<file path="config.mk">
export PLATFORM = sky130hd
export DESIGN_NAME = frame_sync_config_shadow
export DESIGN_NICKNAME = d
export VERILOG_FILES = /design/src/frame_sync_pkg.sv /design/src/frame_sync_config_shadow.sv
export SDC_FILE = /design/constraint.sdc
export NUM_CORES = 2
export LEC_CHECK = 0
export ABC_AREA = 0
export BUFFER_PORTS_ARGS = -buffer_cell sky130_fd_sc_hd__buf_2
export CORE_UTILIZATION = 47
export CTS_BUF_LIST = sky130_fd_sc_hd__clkbuf_4
export DETAILED_ROUTE_END_ITERATION = 7
export PLACE_DENSITY = 0.7
export REMOVE_ABC_BUFFERS = 1
export SLEW_MARGIN = 10
export SYNTH_ARGS = -nofsm -noshare
export SYNTH_HDL_FRONTEND = slang
export SYNTH_SLANG_ARGS = --single-unit
</file>
<file path="constraint.sdc">
create_clock -name sys_clk -period 14.2 [get_ports sys_clk]
set_input_delay 1.42 -clock sys_clk [delete_from_list [all_inputs] [get_ports sys_clk]]
set_output_delay 1.42 -clock sys_clk [all_outputs]
set_load 0.02 [all_outputs]
</file>
<file path="src/frame_sync_pkg.sv">
// Shared constants and types for the frame-synchronised configuration shadow
package frame_sync_pkg;
    // ------------------------------------------------------------
    // Register addresses (9-bit word addresses)
    // ------------------------------------------------------------
    localparam logic [8:0] ADDR_BLK_CFG0 = 9'h080;
    localparam logic [8:0] ADDR_BLK_CFG1 = 9'h081;
    localparam logic [8:0] ADDR_SYNC_FIRST = 9'h074;
    localparam logic [8:0] ADDR_SYNC_LAST = 9'h07E;
    localparam logic [8:0] ADDR_TEST_FIRST = 9'h090;
    localparam logic [8:0] ADDR_TEST_LAST = 9'h096;
    localparam logic [8:0] ADDR_SEQ_CTRL = 9'h0C0;
    localparam logic [8:0] ADDR_WIN_LO = 9'h0C3;
    localparam logic [8:0] ADDR_WIN_HI = 9'h0C4;
    localparam logic [8:0] ADDR_BLK_LINES = 9'h0C5;
    localparam logic [8:0] ADDR_MULT_TIMER = 9'h0C7;
    localparam logic [8:0] ADDR_FRAME_LEN = 9'h0C8;
    localparam logic [8:0] ADDR_EXPOSURE = 9'h0C9;
    localparam logic [8:0] ADDR_GAIN = 9'h0CC;
    localparam logic [8:0] ADDR_SYNC_CFG = 9'h0CE;
    localparam logic [8:0] ADDR_STATUS = 9'h0CF;
    localparam logic [8:0] ADDR_GEOM_FIRST = 9'h100;
    localparam logic [8:0] ADDR_GEOM_LAST = 9'h15F;
    // ------------------------------------------------------------
    // Field positions
    // ------------------------------------------------------------
    localparam int BIT_SEQ_EN = 0;
    localparam int BIT_TRIGGERED = 4;
    localparam int BIT_SLAVE = 5;
    localparam int BIT_SUBSAMPLE = 7;
    localparam int BIT_BINNING = 8;
    localparam int BIT_EXPO_SYNC_MODE = 11;
    localparam int BIT_SYNC_CODE_CFG = 13;
    localparam int BIT_GAIN_LAT_COMP = 13;
    localparam int BIT_SYNC_BLACK = 0;
    localparam int BIT_SYNC_EXPO = 1;
    localparam int BIT_SYNC_GAIN = 2;
    localparam int BIT_SYNC_WIN = 3;
    // ------------------------------------------------------------
    // Reset values
    // ------------------------------------------------------------
    localparam logic [15:0] RST_WIN_LO = 16'h0001;
    localparam logic [15:0] RST_WIN_HI = 16'h0000;
    localparam logic [15:0] RST_BLK_LINES = 16'h0001;
    localparam logic [15:0] RST_SYNC_CFG = 16'h000F;
    localparam logic [15:0] RST_ZERO = 16'h0000;
    // ------------------------------------------------------------
    // Grouped active configuration
    // ------------------------------------------------------------
    typedef struct packed {
        logic [15:0] multTimer;
        logic [15:0] framePeriodLen;
        logic [15:0] exposure;
    } expo_t;
    typedef struct packed {
        logic [4:0] muxGainSw;
        logic [7:0] afeGain;
    } gain_t;
    typedef struct packed {
        logic [15:0] windowEnableMaskLo;
        logic [15:0] windowEnableMaskHi;
        logic subsample;
        logic binning;
    } win_t;
endpackage

</file>
<file path="src/frame_sync_config_shadow.sv">
// Configuration shadow registers applied to the sequencer at frame boundaries
//
// Decided for this implementation: the plain strobed port and the register addresses.
`timescale 1ns/1ps
`default_nettype none
// What this block does
// - Black config edits flag transient frames, blkCfg1 edits also flag sync code corruption
// - Sync code edits corrupt only current frame
// - Test pattern edits corrupt one frame
// - Frame parameters move to active at boundaries
// - Window switch blanks frame, sends training
// - Subsample and binning change at frame start
// - Active window geometry edits flag corruption
// - Exposure one frame late, unless triggered master in sync mode
// - Gain at frame start, optional extra delay
// - Freeze controls at address 206
// - Frozen group keeps its active values
// - Black line count frozen when bit clear
// - Exposure set frozen when bit clear
// - Gain set frozen when bit clear
// - Window bit freezes masks, not geometry
// - Thirty-two windows, one enable bit each
// - Inactive window edits accepted silently
// - Black lines generated at each frame start with a nonzero count
// - Programmable black target, clip below zero
// - Sixty-four column offsets per kernel
// - Reset leaves only window zero enabled
// - Nine-bit address, sixteen-bit data
module frame_sync_config_shadow
    import frame_sync_pkg::*;
#(
    parameter int KERNEL_COLS = 64,
    parameter int PIX_W = 10,
    parameter int BLACK_TRANSIENT_FRAMES = 2
)(
    input wire logic sys_clk,
    input wire logic arst_n,
    input wire logic [8:0] regAddr,
    input wire logic [15:0] regWrData,
    input wire logic regWrite,
    input wire logic regRead,
    output logic [15:0] regRdData,
    input wire logic frameStart,
    input wire logic lineEnd,
    input wire logic calOffsetWe,
    input wire logic [5:0] calOffsetIdx,
    input wire logic [PIX_W-1:0] calOffsetVal,
    input wire logic [5:0] pixelColumn,
    input wire logic [PIX_W-1:0] pixelIn,
    output logic [PIX_W-1:0] pixelOut,
    output expo_t activeExpo,
    output gain_t activeGain,
    output win_t activeWin,
    output logic [7:0] activeBlackLines,
    output logic sendTraining,
    output logic blackLineActive,
    output logic blackLineGated,
    output logic blackTransient,
    output logic syncCodeCorrupt,
    output logic testPatternCorrupt,
    output logic windowCorrupt
);
    // ------------------------------------------------------------
    // Parameter checks
    // ------------------------------------------------------------
    // Black target is a slice of one 16-bit word, so PIX_W stops at 16
    if (KERNEL_COLS != 64 || PIX_W < 2 || PIX_W > 16 || BLACK_TRANSIENT_FRAMES < 1
        || BLACK_TRANSIENT_FRAMES > 7)
    begin : g_badParam
        $error("frame_sync_config_shadow: unsupported parameters");
    end

    // ------------------------------------------------------------
    // Programmed registers
    // ------------------------------------------------------------
    logic [15:0] blkCfg0; // Black filter setup and target
    logic [15:0] blkCfg1; // Black offset setup, sync code select
    logic [15:0] seqCtrl; // Sequencer mode bits
    logic [15:0] progLo; // Programmed window mask, low half
    logic [15:0] progHi; // Programmed window mask, high half
    logic [15:0] blkLines; // Black line count and count of leading gated lines
    logic [15:0] progMult; // Timer multiplier
    logic [15:0] progLen; // Frame period length
    logic [15:0] progExp; // Exposure
    logic [15:0] gainReg; // Gain fields and latency compensation
    logic [15:0] syncCfg; // Per-group freeze controls
    logic [15:0] syncCodes [11]; // Sync code words
    logic [15:0] testRegs [7]; // Test pattern words
    logic [15:0] geom [96]; // Window geometry, three words each
    logic [PIX_W-1:0] colOffset [KERNEL_COLS]; // Per-column offsets

    // ------------------------------------------------------------
    // Address decode
    // ------------------------------------------------------------
    wire inSync = regAddr >= ADDR_SYNC_FIRST && regAddr <= ADDR_SYNC_LAST;
    wire inTest = regAddr >= ADDR_TEST_FIRST && regAddr <= ADDR_TEST_LAST;
    wire inGeom = regAddr >= ADDR_GEOM_FIRST && regAddr <= ADDR_GEOM_LAST;
    wire [8:0] syncIdx = regAddr - ADDR_SYNC_FIRST;
    wire [8:0] testIdx = regAddr - ADDR_TEST_FIRST;
    wire [8:0] geomIdx = regAddr - ADDR_GEOM_FIRST;
    wire [8:0] geomWin = geomIdx / 9'd3;
    wire acquiring = seqCtrl[BIT_SEQ_EN];
    wire [31:0] liveMask = {activeWin.windowEnableMaskHi,
                            activeWin.windowEnableMaskLo};
    wire wrBlack = regWrite && (regAddr == ADDR_BLK_CFG0
                   || regAddr == ADDR_BLK_CFG1 || regAddr == ADDR_BLK_LINES);
    wire wrSync = regWrite && (inSync || regAddr == ADDR_BLK_CFG1);
    wire wrTest = regWrite && inTest;
    wire wrLiveGeom = regWrite && inGeom && liveMask[geomWin[4:0]];

    // ------------------------------------------------------------
    // Freeze controls and derived modes
    // ------------------------------------------------------------
    wire syncBlack = syncCfg[BIT_SYNC_BLACK];
    wire syncExpo = syncCfg[BIT_SYNC_EXPO];
    wire syncGain = syncCfg[BIT_SYNC_GAIN];
    wire syncWin = syncCfg[BIT_SYNC_WIN];
    // No latency only in triggered master with sync mode
    wire noExpoLat = seqCtrl[BIT_TRIGGERED] && !seqCtrl[BIT_SLAVE]
                     && seqCtrl[BIT_EXPO_SYNC_MODE];
    wire gainLatComp = gainReg[BIT_GAIN_LAT_COMP];
    wire expo_t progExpo = '{progMult, progLen, progExp};
    wire gain_t progGain = '{gainReg[12:8], gainReg[7:0]};
    wire win_t progWin = '{progLo, progHi, seqCtrl[BIT_SUBSAMPLE],
                           seqCtrl[BIT_BINNING]};
    wire maskChange = progLo != activeWin.windowEnableMaskLo
                      || progHi != activeWin.windowEnableMaskHi;

    // ------------------------------------------------------------
    // Register writes
    // ------------------------------------------------------------
    // word-wide host writes
    always_ff @(posedge sys_clk or negedge arst_n)
    begin
        if (!arst_n)
        begin
            blkCfg0 <= RST_ZERO;
            blkCfg1 <= RST_ZERO;
            seqCtrl <= RST_ZERO;
            progLo <= RST_WIN_LO;
            progHi <= RST_WIN_HI;
            blkLines <= RST_BLK_LINES;
            progMult <= RST_ZERO;
            progLen <= RST_ZERO;
            progExp <= RST_ZERO;
            gainReg <= RST_ZERO;
            syncCfg <= RST_SYNC_CFG;
        end
        else if (regWrite)
        begin
            // Plain decode, unmapped writes fall through
            case (regAddr)
                ADDR_BLK_CFG0: blkCfg0 <= regWrData;
                ADDR_BLK_CFG1: blkCfg1 <= regWrData;
                ADDR_SEQ_CTRL: seqCtrl <= regWrData;
                ADDR_WIN_LO: progLo <= regWrData;
                ADDR_WIN_HI: progHi <= regWrData;
                ADDR_BLK_LINES: blkLines <= regWrData;
                ADDR_MULT_TIMER: progMult <= regWrData;
                ADDR_FRAME_LEN: progLen <= regWrData;
                ADDR_EXPOSURE: progExp <= regWrData;
                ADDR_GAIN: gainReg <= regWrData;
                ADDR_SYNC_CFG: syncCfg <= regWrData;
                default: ;
            endcase
        end
    end

    // Array storage, no reset needed for data words
    // geometry always accepted
    always_ff @(posedge sys_clk)
    begin
        if (regWrite && inSync)
            syncCodes[syncIdx[3:0]] <= regWrData;
        if (regWrite && inTest)
            testRegs[testIdx[2:0]] <= regWrData;
        if (regWrite && inGeom)
            geom[geomIdx[6:0]] <= regWrData;
        if (calOffsetWe)
            colOffset[calOffsetIdx] <= calOffsetVal;
    end

    // ------------------------------------------------------------
    // Read back, one cycle later
    // ------------------------------------------------------------
    wire [15:0] statusWord = {9'h000, blackLineActive, windowCorrupt,
        testPatternCorrupt, syncCodeCorrupt, blackTransient,
        sendTraining, acquiring};
    logic [15:0] rdMux; // Selected read word
    always_comb
    begin
        rdMux = 16'h0000;
        if (inSync)
            rdMux = syncCodes[syncIdx[3:0]];
        else if (inTest)
            rdMux = testRegs[testIdx[2:0]];
        else if (inGeom)
            rdMux = geom[geomIdx[6:0]];
        else
        begin
            case (regAddr)
                ADDR_BLK_CFG0: rdMux = blkCfg0;
                ADDR_BLK_CFG1: rdMux = blkCfg1;
                ADDR_SEQ_CTRL: rdMux = seqCtrl;
                ADDR_WIN_LO: rdMux = progLo;
                ADDR_WIN_HI: rdMux = progHi;
                ADDR_BLK_LINES: rdMux = blkLines;
                ADDR_MULT_TIMER: rdMux = progMult;
                ADDR_FRAME_LEN: rdMux = progLen;
                ADDR_EXPOSURE: rdMux = progExp;
                ADDR_GAIN: rdMux = gainReg;
                ADDR_SYNC_CFG: rdMux = syncCfg;
                ADDR_STATUS: rdMux = statusWord;
                default: rdMux = 16'h0000;
            endcase
        end
    end

    // Data stands only in the cycle after the strobe
    always_ff @(posedge sys_clk or negedge arst_n)
    begin
        if (!arst_n)
            regRdData <= 16'h0000;
        else
            regRdData <= regRead ? rdMux : 16'h0000;
    end

    // ------------------------------------------------------------
    // Active set transfer at frame start
    // ------------------------------------------------------------
    expo_t stageExpo; // Exposure held one frame for latency
    gain_t stageGain; // Gain held one frame for alignment
    // copy only on the frame-start pulse
    always_ff @(posedge sys_clk or negedge arst_n)
    begin
        if (!arst_n)
        begin
            stageExpo <= '0;
            activeExpo <= '0;
            stageGain <= '0;
            activeGain <= '0;
            activeWin <= '{RST_WIN_LO, RST_WIN_HI, 1'b0, 1'b0};
            activeBlackLines <= RST_BLK_LINES[7:0];
        end
        else if (frameStart)
        begin
            // exposure path, frozen when bit clear
            if (syncExpo)
            begin
                stageExpo <= progExpo;
                activeExpo <= noExpoLat ? progExpo : stageExpo;
            end
            // gain path, frozen when bit clear
            if (syncGain)
            begin
                stageGain <= progGain;
                activeGain <= gainLatComp ? stageGain : progGain;
            end
            if (syncWin)
                activeWin <= progWin;
            if (syncBlack)
                activeBlackLines <= blkLines[7:0];
        end
    end

    // ------------------------------------------------------------
    // Frame blank and corruption flags
    // ------------------------------------------------------------
    logic [2:0] blackLeft; // Frames left in black transient
    // Set wins over the frame-start clear in the corruption and transient flags
    always_ff @(posedge sys_clk or negedge arst_n)
    begin
        if (!arst_n)
        begin
            sendTraining <= 1'b0;
            syncCodeCorrupt <= 1'b0;
            testPatternCorrupt <= 1'b0;
            windowCorrupt <= 1'b0;
            blackLeft <= 3'd0;
            blackTransient <= 1'b0;
        end
        else
        begin
            // blank the frame in which the switch lands
            if (frameStart)
                sendTraining <= syncWin && maskChange && acquiring;
            if (wrSync && acquiring)
                syncCodeCorrupt <= 1'b1;
            else if (frameStart)
                syncCodeCorrupt <= 1'b0;
            if (wrTest && acquiring)
                testPatternCorrupt <= 1'b1;
            else if (frameStart)
                testPatternCorrupt <= 1'b0;
            // live window edits may corrupt a frame
            if (wrLiveGeom && acquiring)
                windowCorrupt <= 1'b1;
            else if (frameStart)
                windowCorrupt <= 1'b0;
            // flag a run of frames, acquisition goes on
            if (wrBlack && acquiring)
            begin
                blackLeft <= 3'(BLACK_TRANSIENT_FRAMES);
                blackTransient <= 1'b1;
            end
            else if (frameStart && blackLeft != 3'd0)
            begin
                blackLeft <= blackLeft - 3'd1;
                blackTransient <= blackLeft != 3'd1;
            end
        end
    end

    // ------------------------------------------------------------
    // Black line generator
    // ------------------------------------------------------------
    typedef enum logic [2:0] {
        S_IDLE = 3'b001,
        S_BLACK = 3'b010,
        S_IMAGE = 3'b100
    } line_state_t;
    line_state_t lineState; // Current phase of the frame
    logic [7:0] linesDone; // Black lines emitted so far
    wire lastBlack = linesDone + 8'd1 >= activeBlackLines;
    always_ff @(posedge sys_clk or negedge arst_n)
    begin
        if (!arst_n)
        begin
            lineState <= S_IDLE;
            linesDone <= 8'd0;
            blackLineActive <= 1'b0;
            blackLineGated <= 1'b0;
        end
        else if (frameStart)
        begin
            // Restart even mid-frame, the sequencer owns timing
            linesDone <= 8'd0;
            lineState <= (activeBlackLines != 8'd0) ? S_BLACK : S_IMAGE;
            blackLineActive <= activeBlackLines != 8'd0;
            blackLineGated <= blkLines[12:8] != 5'd0;
        end
        else
        begin
            case (lineState)
                S_BLACK:
                begin
                    if (lineEnd)
                    begin
                        linesDone <= linesDone + 8'd1;
                        blackLineGated <= {3'd0, blkLines[12:8]} > linesDone + 8'd1;
                        if (lastBlack)
                        begin
                            lineState <= S_IMAGE;
                            blackLineActive <= 1'b0;
                            blackLineGated <= 1'b0;
                        end
                    end
                end
                S_IMAGE: ;
                S_IDLE: ;
                default: lineState <= S_IDLE;
            endcase
        end
    end

    // ------------------------------------------------------------
    // Column offset and black target correction
    // ------------------------------------------------------------
    wire [PIX_W-1:0] blackTarget = blkCfg0[PIX_W-1:0];
    wire [PIX_W+1:0] corrSum = {2'b00, pixelIn} + {2'b00, blackTarget}
                               - {2'b00, colOffset[pixelColumn]};
    wire clipLow = corrSum[PIX_W+1];
    wire clipHigh = !clipLow && corrSum[PIX_W];
    // offset per column, clipped at zero
    always_ff @(posedge sys_clk or negedge arst_n)
    begin
        if (!arst_n)
            pixelOut <= '0;
        else if (clipLow)
            pixelOut <= '0;
        else if (clipHigh)
            pixelOut <= '1;
        else
            pixelOut <= corrSum[PIX_W-1:0];
    end

    // ------------------------------------------------------------
    // Assertions
    // ------------------------------------------------------------
    property p_expoFrozen;
        @(posedge sys_clk) disable iff (!arst_n)
        frameStart && !syncExpo |=> $stable(activeExpo);
    endproperty
    a_expoFrozen: assert property (p_expoFrozen)
        else $error("exposure changed while frozen");

    property p_gainFrozen;
        @(posedge sys_clk) disable iff (!arst_n)
        frameStart && !syncGain |=> $stable(activeGain);
    endproperty
    a_gainFrozen: assert property (p_gainFrozen)
        else $error("gain changed while frozen");

    property p_winMidFrame;
        @(posedge sys_clk) disable iff (!arst_n)
        !frameStart |=> $stable(activeWin) && $stable(activeBlackLines);
    endproperty
    a_winMidFrame: assert property (p_winMidFrame)
        else $error("active set changed between frame starts");

    property p_switchBlank;
        @(posedge sys_clk) disable iff (!arst_n)
        frameStart && syncWin && maskChange && acquiring |=> sendTraining;
    endproperty
    a_switchBlank: assert property (p_switchBlank)
        else $error("window switch did not blank frame");

    property p_syncClear;
        @(posedge sys_clk) disable iff (!arst_n)
        frameStart && !wrSync |=> !syncCodeCorrupt;
    endproperty
    a_syncClear: assert property (p_syncClear)
        else $error("sync code flag outlived its frame");

    property p_testSet;
        @(posedge sys_clk) disable iff (!arst_n)
        wrTest && acquiring |=> testPatternCorrupt;
    endproperty
    a_testSet: assert property (p_testSet)
        else $error("test pattern edit not flagged");

    property p_liveGeom;
        @(posedge sys_clk) disable iff (!arst_n)
        wrLiveGeom && acquiring |=> windowCorrupt ##1 (windowCorrupt || $past(frameStart));
    endproperty
    a_liveGeom: assert property (p_liveGeom)
        else $error("live window edit not flagged");

    property p_blackStart;
        @(posedge sys_clk) disable iff (!arst_n)
        frameStart && activeBlackLines != 8'd0 |=> blackLineActive;
    endproperty
    a_blackStart: assert property (p_blackStart)
        else $error("no black line at frame start");

    property p_expoNoLat;
        @(posedge sys_clk) disable iff (!arst_n)
        frameStart && syncExpo && noExpoLat |=> activeExpo == $past(progExpo);
    endproperty
    a_expoNoLat: assert property (p_expoNoLat)
        else $error("exposure latency not removed");
endmodule
`default_nettype wire

</file>
**Yosys cells after proc, flatten, opt, wreduce, memory -nomap -nowiden**

Memories as Yosys holds them, arrays and structs flattened.
Cells that the tools add are included.

- Register bits: 387
- Bits in writable memories: 2464
- Input bits: 64
- Output and inout port bits: 136
- Word-level logic and storage cells: 177
- Memories: 4

Memories:

| memory | words | bits a word | rd ports | clocked after memory_dff | wr ports | RTL line | source |
|---|---|---|---|---|---|---|---|
| geom | 96 | 16 | 1 | 0 | 1 | frame_sync_config_shadow.sv:89 | `logic [15:0] geom [96];` |
| colOffset | 64 | 10 | 1 | 0 | 1 | frame_sync_config_shadow.sv:90 | `logic [PIX_W-1:0] colOffset [KERNEL_COLS];` |
| syncCodes | 11 | 16 | 1 | 0 | 1 | frame_sync_config_shadow.sv:87 | `logic [15:0] syncCodes [11];` |
| testRegs | 7 | 16 | 1 | 0 | 1 | frame_sync_config_shadow.sv:88 | `logic [15:0] testRegs [7];` |

- Add/subtract/negate cells: 7
- Divide/modulo/power cells: 1
- Order comparisons: 9
- Equality and inequality tests: 21
- Mux-type cells: 43
- Reductions and logical operators: 54

Operators by type and width:

| kind | count |
|---|---|
| one-hot mux 16 bit (12 select lines) | 1 |
| equality test 9 x 8 -> 1 bit, second input constant | 12 |
| 2-to-1 mux 16 bit | 4 |
| 2-to-1 mux 48 bit | 1 |
| inequality test 16 bit | 2 |
| AND reduction 2 bit | 16 |
| 2-to-1 mux 8 bit | 3 |
| 2-to-1 mux 1 bit | 23 |
| 2-to-1 mux 10 bit | 2 |
| logical AND 1 bit | 19 |
| 2-to-1 mux 3 bit | 6 |
| nonzero test 2 bit | 7 |
| 2-to-1 mux 13 bit | 1 |
| subtractor 11 x 10 -> 12 bit | 1 |
| adder 10 x 10 -> 11 bit | 1 |
| divider 9 x 2 -> 9 bit, second input constant | 1 |
| greater-or-equal comparator 9 x 7 -> 1 bit, second input constant | 1 |
| greater-or-equal comparator 9 x 8 -> 1 bit, second input constant | 1 |
| greater-or-equal comparator 9 bit, second input constant | 1 |
| less-or-equal comparator 9 x 7 -> 1 bit, second input constant | 1 |
| less-or-equal comparator 9 x 8 -> 1 bit, second input constant | 1 |
| less-or-equal comparator 9 bit, second input constant | 1 |
| subtractor 9 bit, second input constant | 1 |
| adder 8 x 1 -> 8 bit, second input constant | 1 |
| 20 further kinds | 27 |

**Logic depth before layout (Yosys ltp)**

- Word-level depth: 7
- Gate-level depth with buffers: 27
- Gate-level depth less buffers: 22

**Worst setup path before layout**

Ideal clock, no wire load.

- Kind: input to register
- From: input regAddr[3]
- To: register windowCorrupt
- Setup time: 0.126 ns
- Data arrival time: 7.709 ns
- Data required time: 14.074 ns
- Slack: 6.365 ns
- Stages on the path: 25
- Path buffers: 5
- Cell sequence: clkbuf_1 -> inv_2 -> buf_1 -> buf_1 -> clkbuf_1 -> ha_1 -> or4b_4 -> o221a_4 -> a311o_1 -> a21oi_2 -> o211ai_2 -> buf_6 -> nor2_1 -> a311oi_4 -> nor2_1 -> nand3_1 -> and2_1 -> ha_1 -> or2_2 -> a2111o_1 -> nor3_4 -> mux2i_1 -> mux2i_1 -> mux2_2 -> o311a_1

- Word-level cells in the longest chain between the ends: 7
- Elaborated cells on any way between the ends: 12
- Classes of those cells: add/sub: 1; div: 1; order compare: 2; mux: 3; reduce/logical: 5

RTL lines:

| element | RTL line | source |
|---|---|---|
| start: declaration | frame_sync_config_shadow.sv:38 | `input wire logic [8:0] regAddr,` |
| subtractor 9 bit | frame_sync_config_shadow.sv:100 | `wire [8:0] geomIdx = regAddr - ADDR_GEOM_FIRST;` |
| divider 9 x 2 -> 9 bit | frame_sync_config_shadow.sv:101 | `wire [8:0] geomWin = geomIdx / 9'd3;` |
| binary-select mux 1 bit (select 5 bit) | frame_sync_config_shadow.sv:109 | `wire wrLiveGeom = regWrite && inGeom && liveMask[geomWin[4:0]];` |
| 2-to-1 mux 1 bit (implied by the code) | frame_sync_config_shadow.sv:109 |  |
| logical AND 1 bit (*) | frame_sync_config_shadow.sv:109 |  |
| logical AND 1 bit (*) | frame_sync_config_shadow.sv:296 | `if (wrLiveGeom && acquiring)` |
| 2-to-1 mux 1 bit / nonzero test 2 bit (equally long branches) | -- |  |
| end signal: assignment | frame_sync_config_shadow.sv:278 | `windowCorrupt <= 1'b0;` |
| end signal: assignment | frame_sync_config_shadow.sv:297 | `windowCorrupt <= 1'b1;` |
| end signal: assignment | frame_sync_config_shadow.sv:299 | `windowCorrupt <= 1'b0;` |
| end: declaration | frame_sync_config_shadow.sv:61 | `output logic windowCorrupt` |

Mark *: on every way between the ends. The rest lies on a longest branch, timed or not. The select of a mux whose other input is x is not followed.
A chain may end at the register's enable or synchronous reset.

**Worst setup path in the final report**

- From: input pixelColumn[0]
- To: register pixelOut[1]

- Word-level cells in the longest chain between the ends: 6

RTL lines:

| element | RTL line | source |
|---|---|---|
| start: declaration | frame_sync_config_shadow.sv:48 | `input wire logic [5:0] pixelColumn,` |
| memory read (64 x 10 bit) (*) | -- |  |
| subtractor 11 x 10 -> 12 bit (*) | frame_sync_config_shadow.sv:371 | `- {2'b00, colOffset[pixelColumn]};` |
| logical NOT 1 bit | frame_sync_config_shadow.sv:373 | `wire clipHigh = !clipLow && corrSum[PIX_W];` |
| logical AND 1 bit | frame_sync_config_shadow.sv:373 |  |
| 2-to-1 mux 10 bit | frame_sync_config_shadow.sv:381 | `else if (clipHigh)` |
| 2-to-1 mux 10 bit (*) | frame_sync_config_shadow.sv:379 | `else if (clipLow)` |
| end signal: assignment | frame_sync_config_shadow.sv:384 | `pixelOut <= corrSum[PIX_W-1:0];` |
| end: declaration | frame_sync_config_shadow.sv:50 | `output logic [PIX_W-1:0] pixelOut,` |

Mark *: on every way between the ends. The rest lies on a longest branch, timed or not.

==> run summary <==
The run finished with clean final reports. The most used flip-flop cell after synthesis is sky130_fd_sc_hd__edfxtp_1. The share of total power in sequential cells was 0.540. The count of nets left with antenna violations once routing finished came out at 0. In this run, distinct cell masters in the synthesized netlist total 100.

At the worst endpoint, the required time is 15.48 ns. Setup repair after global routing left no endpoint under its margin. TritonCTS built the clock tree. The final non-filler cell total is 10,200, and the number of iterations in the first detailed-routing pass is 5. Launching element type of the critical path: an input port. The total overflow left after global routing is 0.

The filler cells instantiated in the layout total 18,700. The via count of the first global-routing pass is 61,500, and the count of flip-flops with a built-in enable after synthesis is 2,464. Worst setup path category: input port to flop. The detailed router finished its first iteration with 6,520 violations.

Once detailed placement completed, the half-perimeter wirelength came to 175,000 um. The worst-case IR drop observed on VDD is 0.0849 mV. The number of hold buffers added after CTS was 0. The tools report the number of sinks handled by clock tree synthesis as 2,851. The footprint of the multi-input gates came out at 28,500 um2. The share of power burned in the clock network was 0.399; the sequential area share after synthesis was 0.736. After clock tree synthesis, the clock-pin slew on the worst setup and hold paths is 0.06 ns. The congestion estimate from routability-driven global placement came to 0.904. The clock latency of the later-clocked register in the worst-skew pair came out at 1.47 ns. From left edge to right edge, the die measures 494 um. The number of synthesis warnings was 0; the maximum fanout count along the critical path was 77. In this run the standard cell core region covers 241,000 um2. The tree is rooted in a sky130_fd_sc_hd__clkbuf_4. The number of gates resized after CTS was 0.

The initial standard-cell utilization of the core is 0.473. Summed over all cells, the static leakage comes to 0.0451 uW. STA classifies the critical path endpoint as a flop. Wires add up to 291,000 um. The run gives 0.0827 as the worst relative slew slack. The count of buffers inserted at the top-level ports was 199. In this run, placement finished with an instance count of 8,923.

From synthesis to final layout, the design area changed by 12.9%. In the final routed layout, each cell accounts on average for 28.6 um. The share of post-route cells with drive strength above 1 works out to 0.375. The tools report the total negative slack for setup checks as 0 ns.

After detailed routing, the number of remaining DRC violations is 0. The mean number of vias per cell is 5.97. For the peak clock frequency supported by timing, the log shows 151 MHz. The die is 494 um tall.

At the pin with the least slew margin, the transition time is 1.37 ns. Entering global routing, the biggest net connects 181 pins. The mapped netlist covers 114,000 um2.

The TritonCTS buffer count was 718; the top-level port count was 200. The fraction of power spent switching nets was 0.229; the initial antenna violation count was 17. The initialized floorplan defines 180 standard-cell rows. The sequential cell area is 83,700 um2. The maximum clock insertion buffer count is 4. The run gives 60,700 as the total vias in the final route.

The final layout net count is 6,567. The fraction of synthesis flops using an asynchronous set or reset pin came out at 0.136. The first global-routing pass estimated 424,000 um of wire.

The met1 global-route usage is 0.326, and the overall power is 17,000 uW. The count of final max-slew check failures is 0, and the switching component of the power is 3910 uW. The period utilization works out to 0.468. The gate count after technology mapping is 5,638. The number of hold violations in the final report was 0; the combinational power share was 0.060. The floorplan die area is 244,000 um2.

Max-cap violations in this run came to 0. Number of setup violations in the final report: 0. Most used routing layer: met2. The tools report the met2 capacity usage during global routing as 0.379. The power per cell area is 133 nW/um2, and the met3 capacity usage during global routing is 0.0539. The logs give 0.240 for the total routing usage reported by global routing and 13,100 uW for the design internal power. The number of flip-flops and latches in the synthesized netlist works out to 2,851. The time the worst path needs with I/O delays and setup is 6.64 ns, and the per-instance average area after synthesis is 20.2 um2. The number of setup buffers added after CTS is 0.

For the final database, setup skew stands at 0.115 ns. Data arrives at the worst endpoint at 7.92 ns. The type of the most critical hold path was input port to async pin.

The total number of H-tree levels was 6.
-- Yosys cell counts (35+ instances only) --
| cell type | instances | share of area |
|---|---|---|
| sky130_fd_sc_hd__mux4_2 | 740 | 0.15 |
| sky130_fd_sc_hd__a221oi_1 | 42 | 0.0032 |
| sky130_fd_sc_hd__ha_1 | 35 | 0.0039 |
| sky130_fd_sc_hd__o21ai_0 | 109 | 0.0048 |
| sky130_fd_sc_hd__nand3_1 | 58 | 0.0026 |
| sky130_fd_sc_hd__edfxtp_1 | 2464 | 0.65 |
| sky130_fd_sc_hd__xor2_1 | 36 | 0.0028 |
| sky130_fd_sc_hd__inv_1 | 74 | 0.0024 |
| sky130_fd_sc_hd__dfrtp_1 | 378 | 0.083 |
| sky130_fd_sc_hd__clkbuf_1 | 241 | 0.0080 |
| sky130_fd_sc_hd__a21oi_1 | 61 | 0.0027 |
| sky130_fd_sc_hd__nand2_1 | 269 | 0.0089 |
| sky130_fd_sc_hd__nor2_1 | 243 | 0.0080 |
| sky130_fd_sc_hd__mux2_2 | 283 | 0.028 |
| sky130_fd_sc_hd__mux2i_1 | 120 | 0.011 |
| sky130_fd_sc_hd__buf_1 | 81 | 0.0027 |
-- registers in the layout, summed over array words and instances (netlist names), 34 cells and up --
| signal | flops |
|---|---|
| stageExpo | 48 |
| colOffset | 640 |
| activeExpo | 48 |
| activeWin | 34 |
| testRegs | 112 |
| syncCodes | 176 |
| geom | 1536 |
-- cells in the final DEF, fill, tap and decap left out, types with 15 or more instances in the layout --
cell type	count
sky130_fd_sc_hd__edfxtp_1	2464
sky130_fd_sc_hd__clkbuf_4	1050
sky130_fd_sc_hd__mux4_2	740
sky130_fd_sc_hd__dfrtp_1	378
sky130_fd_sc_hd__mux2_2	283
sky130_fd_sc_hd__nand2_1	268
sky130_fd_sc_hd__buf_4	245
sky130_fd_sc_hd__nor2_1	231
sky130_fd_sc_hd__buf_2	175
sky130_fd_sc_hd__clkinv_1	130
sky130_fd_sc_hd__mux2i_1	120
sky130_fd_sc_hd__o21ai_0	109
sky130_fd_sc_hd__inv_1	73
sky130_fd_sc_hd__a21oi_1	61
sky130_fd_sc_hd__nand3_1	58
sky130_fd_sc_hd__a221oi_1	42
sky130_fd_sc_hd__xor2_1	36
sky130_fd_sc_hd__ha_1	35
sky130_fd_sc_hd__a211oi_1	24
sky130_fd_sc_hd__a22o_1	24
sky130_fd_sc_hd__o211ai_1	21
sky130_fd_sc_hd__and3_1	21
sky130_fd_sc_hd__inv_2	19
sky130_fd_sc_hd__nand4_1	18
sky130_fd_sc_hd__xnor2_1	17
sky130_fd_sc_hd__a311oi_1	17
sky130_fd_sc_hd__o21a_1	17
sky130_fd_sc_hd__a31oi_1	16
sky130_fd_sc_hd__a22oi_1	16
sky130_fd_sc_hd__clkinv_2	16
sky130_fd_sc_hd__diode_2	15
sky130_fd_sc_hd__nor2b_1	15
-- per-stage QoR --
| stage | hold slack [ns] | utilization | cell area, um2 | worst slack, ns |
|---|---|---|---|---|
| 2_1_floorplan | 0.475 | - | 112000 | 6.24 |
| 3_3_place_gp | 0.462 | 0.496 | 119000 | 6.15 |
| 3_5_place_dp | 0.469 | 0.496 | 119000 | 6.03 |
| 4_1_cts | 0.00960 | 0.533 | 128000 | 7.57 |
| 5_1_grt | 0.0395 | 0.534 | 128000 | 7.20 |
| 6_report | 0.0381 | 0.534 | 128000 | 7.56 |
-- critical path: stages --
cell and delay [ns]:
sky130_fd_sc_hd__buf_8 0.59, sky130_fd_sc_hd__buf_4 0.85, sky130_fd_sc_hd__mux4_2 0.59, sky130_fd_sc_hd__mux4_2 0.53, sky130_fd_sc_hd__mux4_2 0.52, sky130_fd_sc_hd__fa_1 0.54, sky130_fd_sc_hd__inv_1 0.06, sky130_fd_sc_hd__ha_1 0.28
sky130_fd_sc_hd__a21o_1 0.19, sky130_fd_sc_hd__a21oi_1 0.23, sky130_fd_sc_hd__o21ai_0 0.11, sky130_fd_sc_hd__a21oi_1 0.22, sky130_fd_sc_hd__o21ai_0 0.11, sky130_fd_sc_hd__a21oi_1 0.24, sky130_fd_sc_hd__o21bai_1 0.11, sky130_fd_sc_hd__a21o_1 0.22
sky130_fd_sc_hd__nand3b_1 0.09, sky130_fd_sc_hd__o21ai_0 0.11, sky130_fd_sc_hd__a21oi_1 0.59, sky130_fd_sc_hd__o21ai_0 0.23
-- power groups by stage --
stage	Combinational [uW]	Sequential (uW)	Clock, uW
final	1030	9200	6800
after global routing	1090	9200	7360
after CTS	1030	9200	6940
after detailed placement	1030	9380	0
after global placement	1010	9370	0
after floorplan	492	9380	0
-- routing by layer --
metal / share of wire / vias up
li1: - / 25200
met1: 0.39 / 31800
met2: 0.48 / 3157
met3: 0.088 / 506
met4: 0.034 / 8
met5: 0.00022 / -
-- final timing paths --
| check | slack, ns | depth (start not counted) | end | startpoint |
|---|---|---|---|---|
| setup / recovery | 7.56 | 20 | pixelOut[1]$_DFF_PN0_ | pixelColumn[0] |
| hold / removal | 0.04 | 1 | activeExpo[7]$_DFFE_PN0P_ | arst_n |
| setup reg to reg | 8.71 | 20 | pixelOut[1]$_DFF_PN0_ | colOffset[62][0]$_DFFE_PP_ |
| hold reg to reg | 0.48 | 2 | activeExpo[4]$_DFFE_PN0P_ | activeExpo[4]$_DFFE_PN0P_ |
| max in group asynchronous | 12.37 | 2 | regRdData[4]$_DFF_PN0_ | arst_n |
| min in group sys_clk | 0.32 | 3 | linesDone[1]$_DFFE_PN0P_ | lineEnd |
-- cells by family after synthesis --
logic type                 count (synthesis)  share of synthesized area
buffers and inverters                    407                     0.0137
and+or+nand+nor                          706                     0.0279
xor gates and xnor gates                  55                    0.00437
muxes                                   1146                      0.185
AOI/OAI and AO/OA                        427                     0.0268
DFF                                     2851                      0.736
adders and majority gates                 46                    0.00570
-- layout make-up --
| type | count | share of cell area |
|---|---|---|
| Antenna cell | 15 | 0.000292 |
| Clock buffer | 1050 | 0.0614 |
| Clock inverter | 182 | 0.00823 |
| Inverter | 76 | 0.00226 |
| Multi-Input combinational cell | 2380 | 0.222 |
| Sequential cell | 2851 | 0.652 |
| Tap cell | 3185 | 0.0311 |
| Timing Repair Buffer | 431 | 0.0226 |
Note: power is estimated with default switching activity, not from simulation.
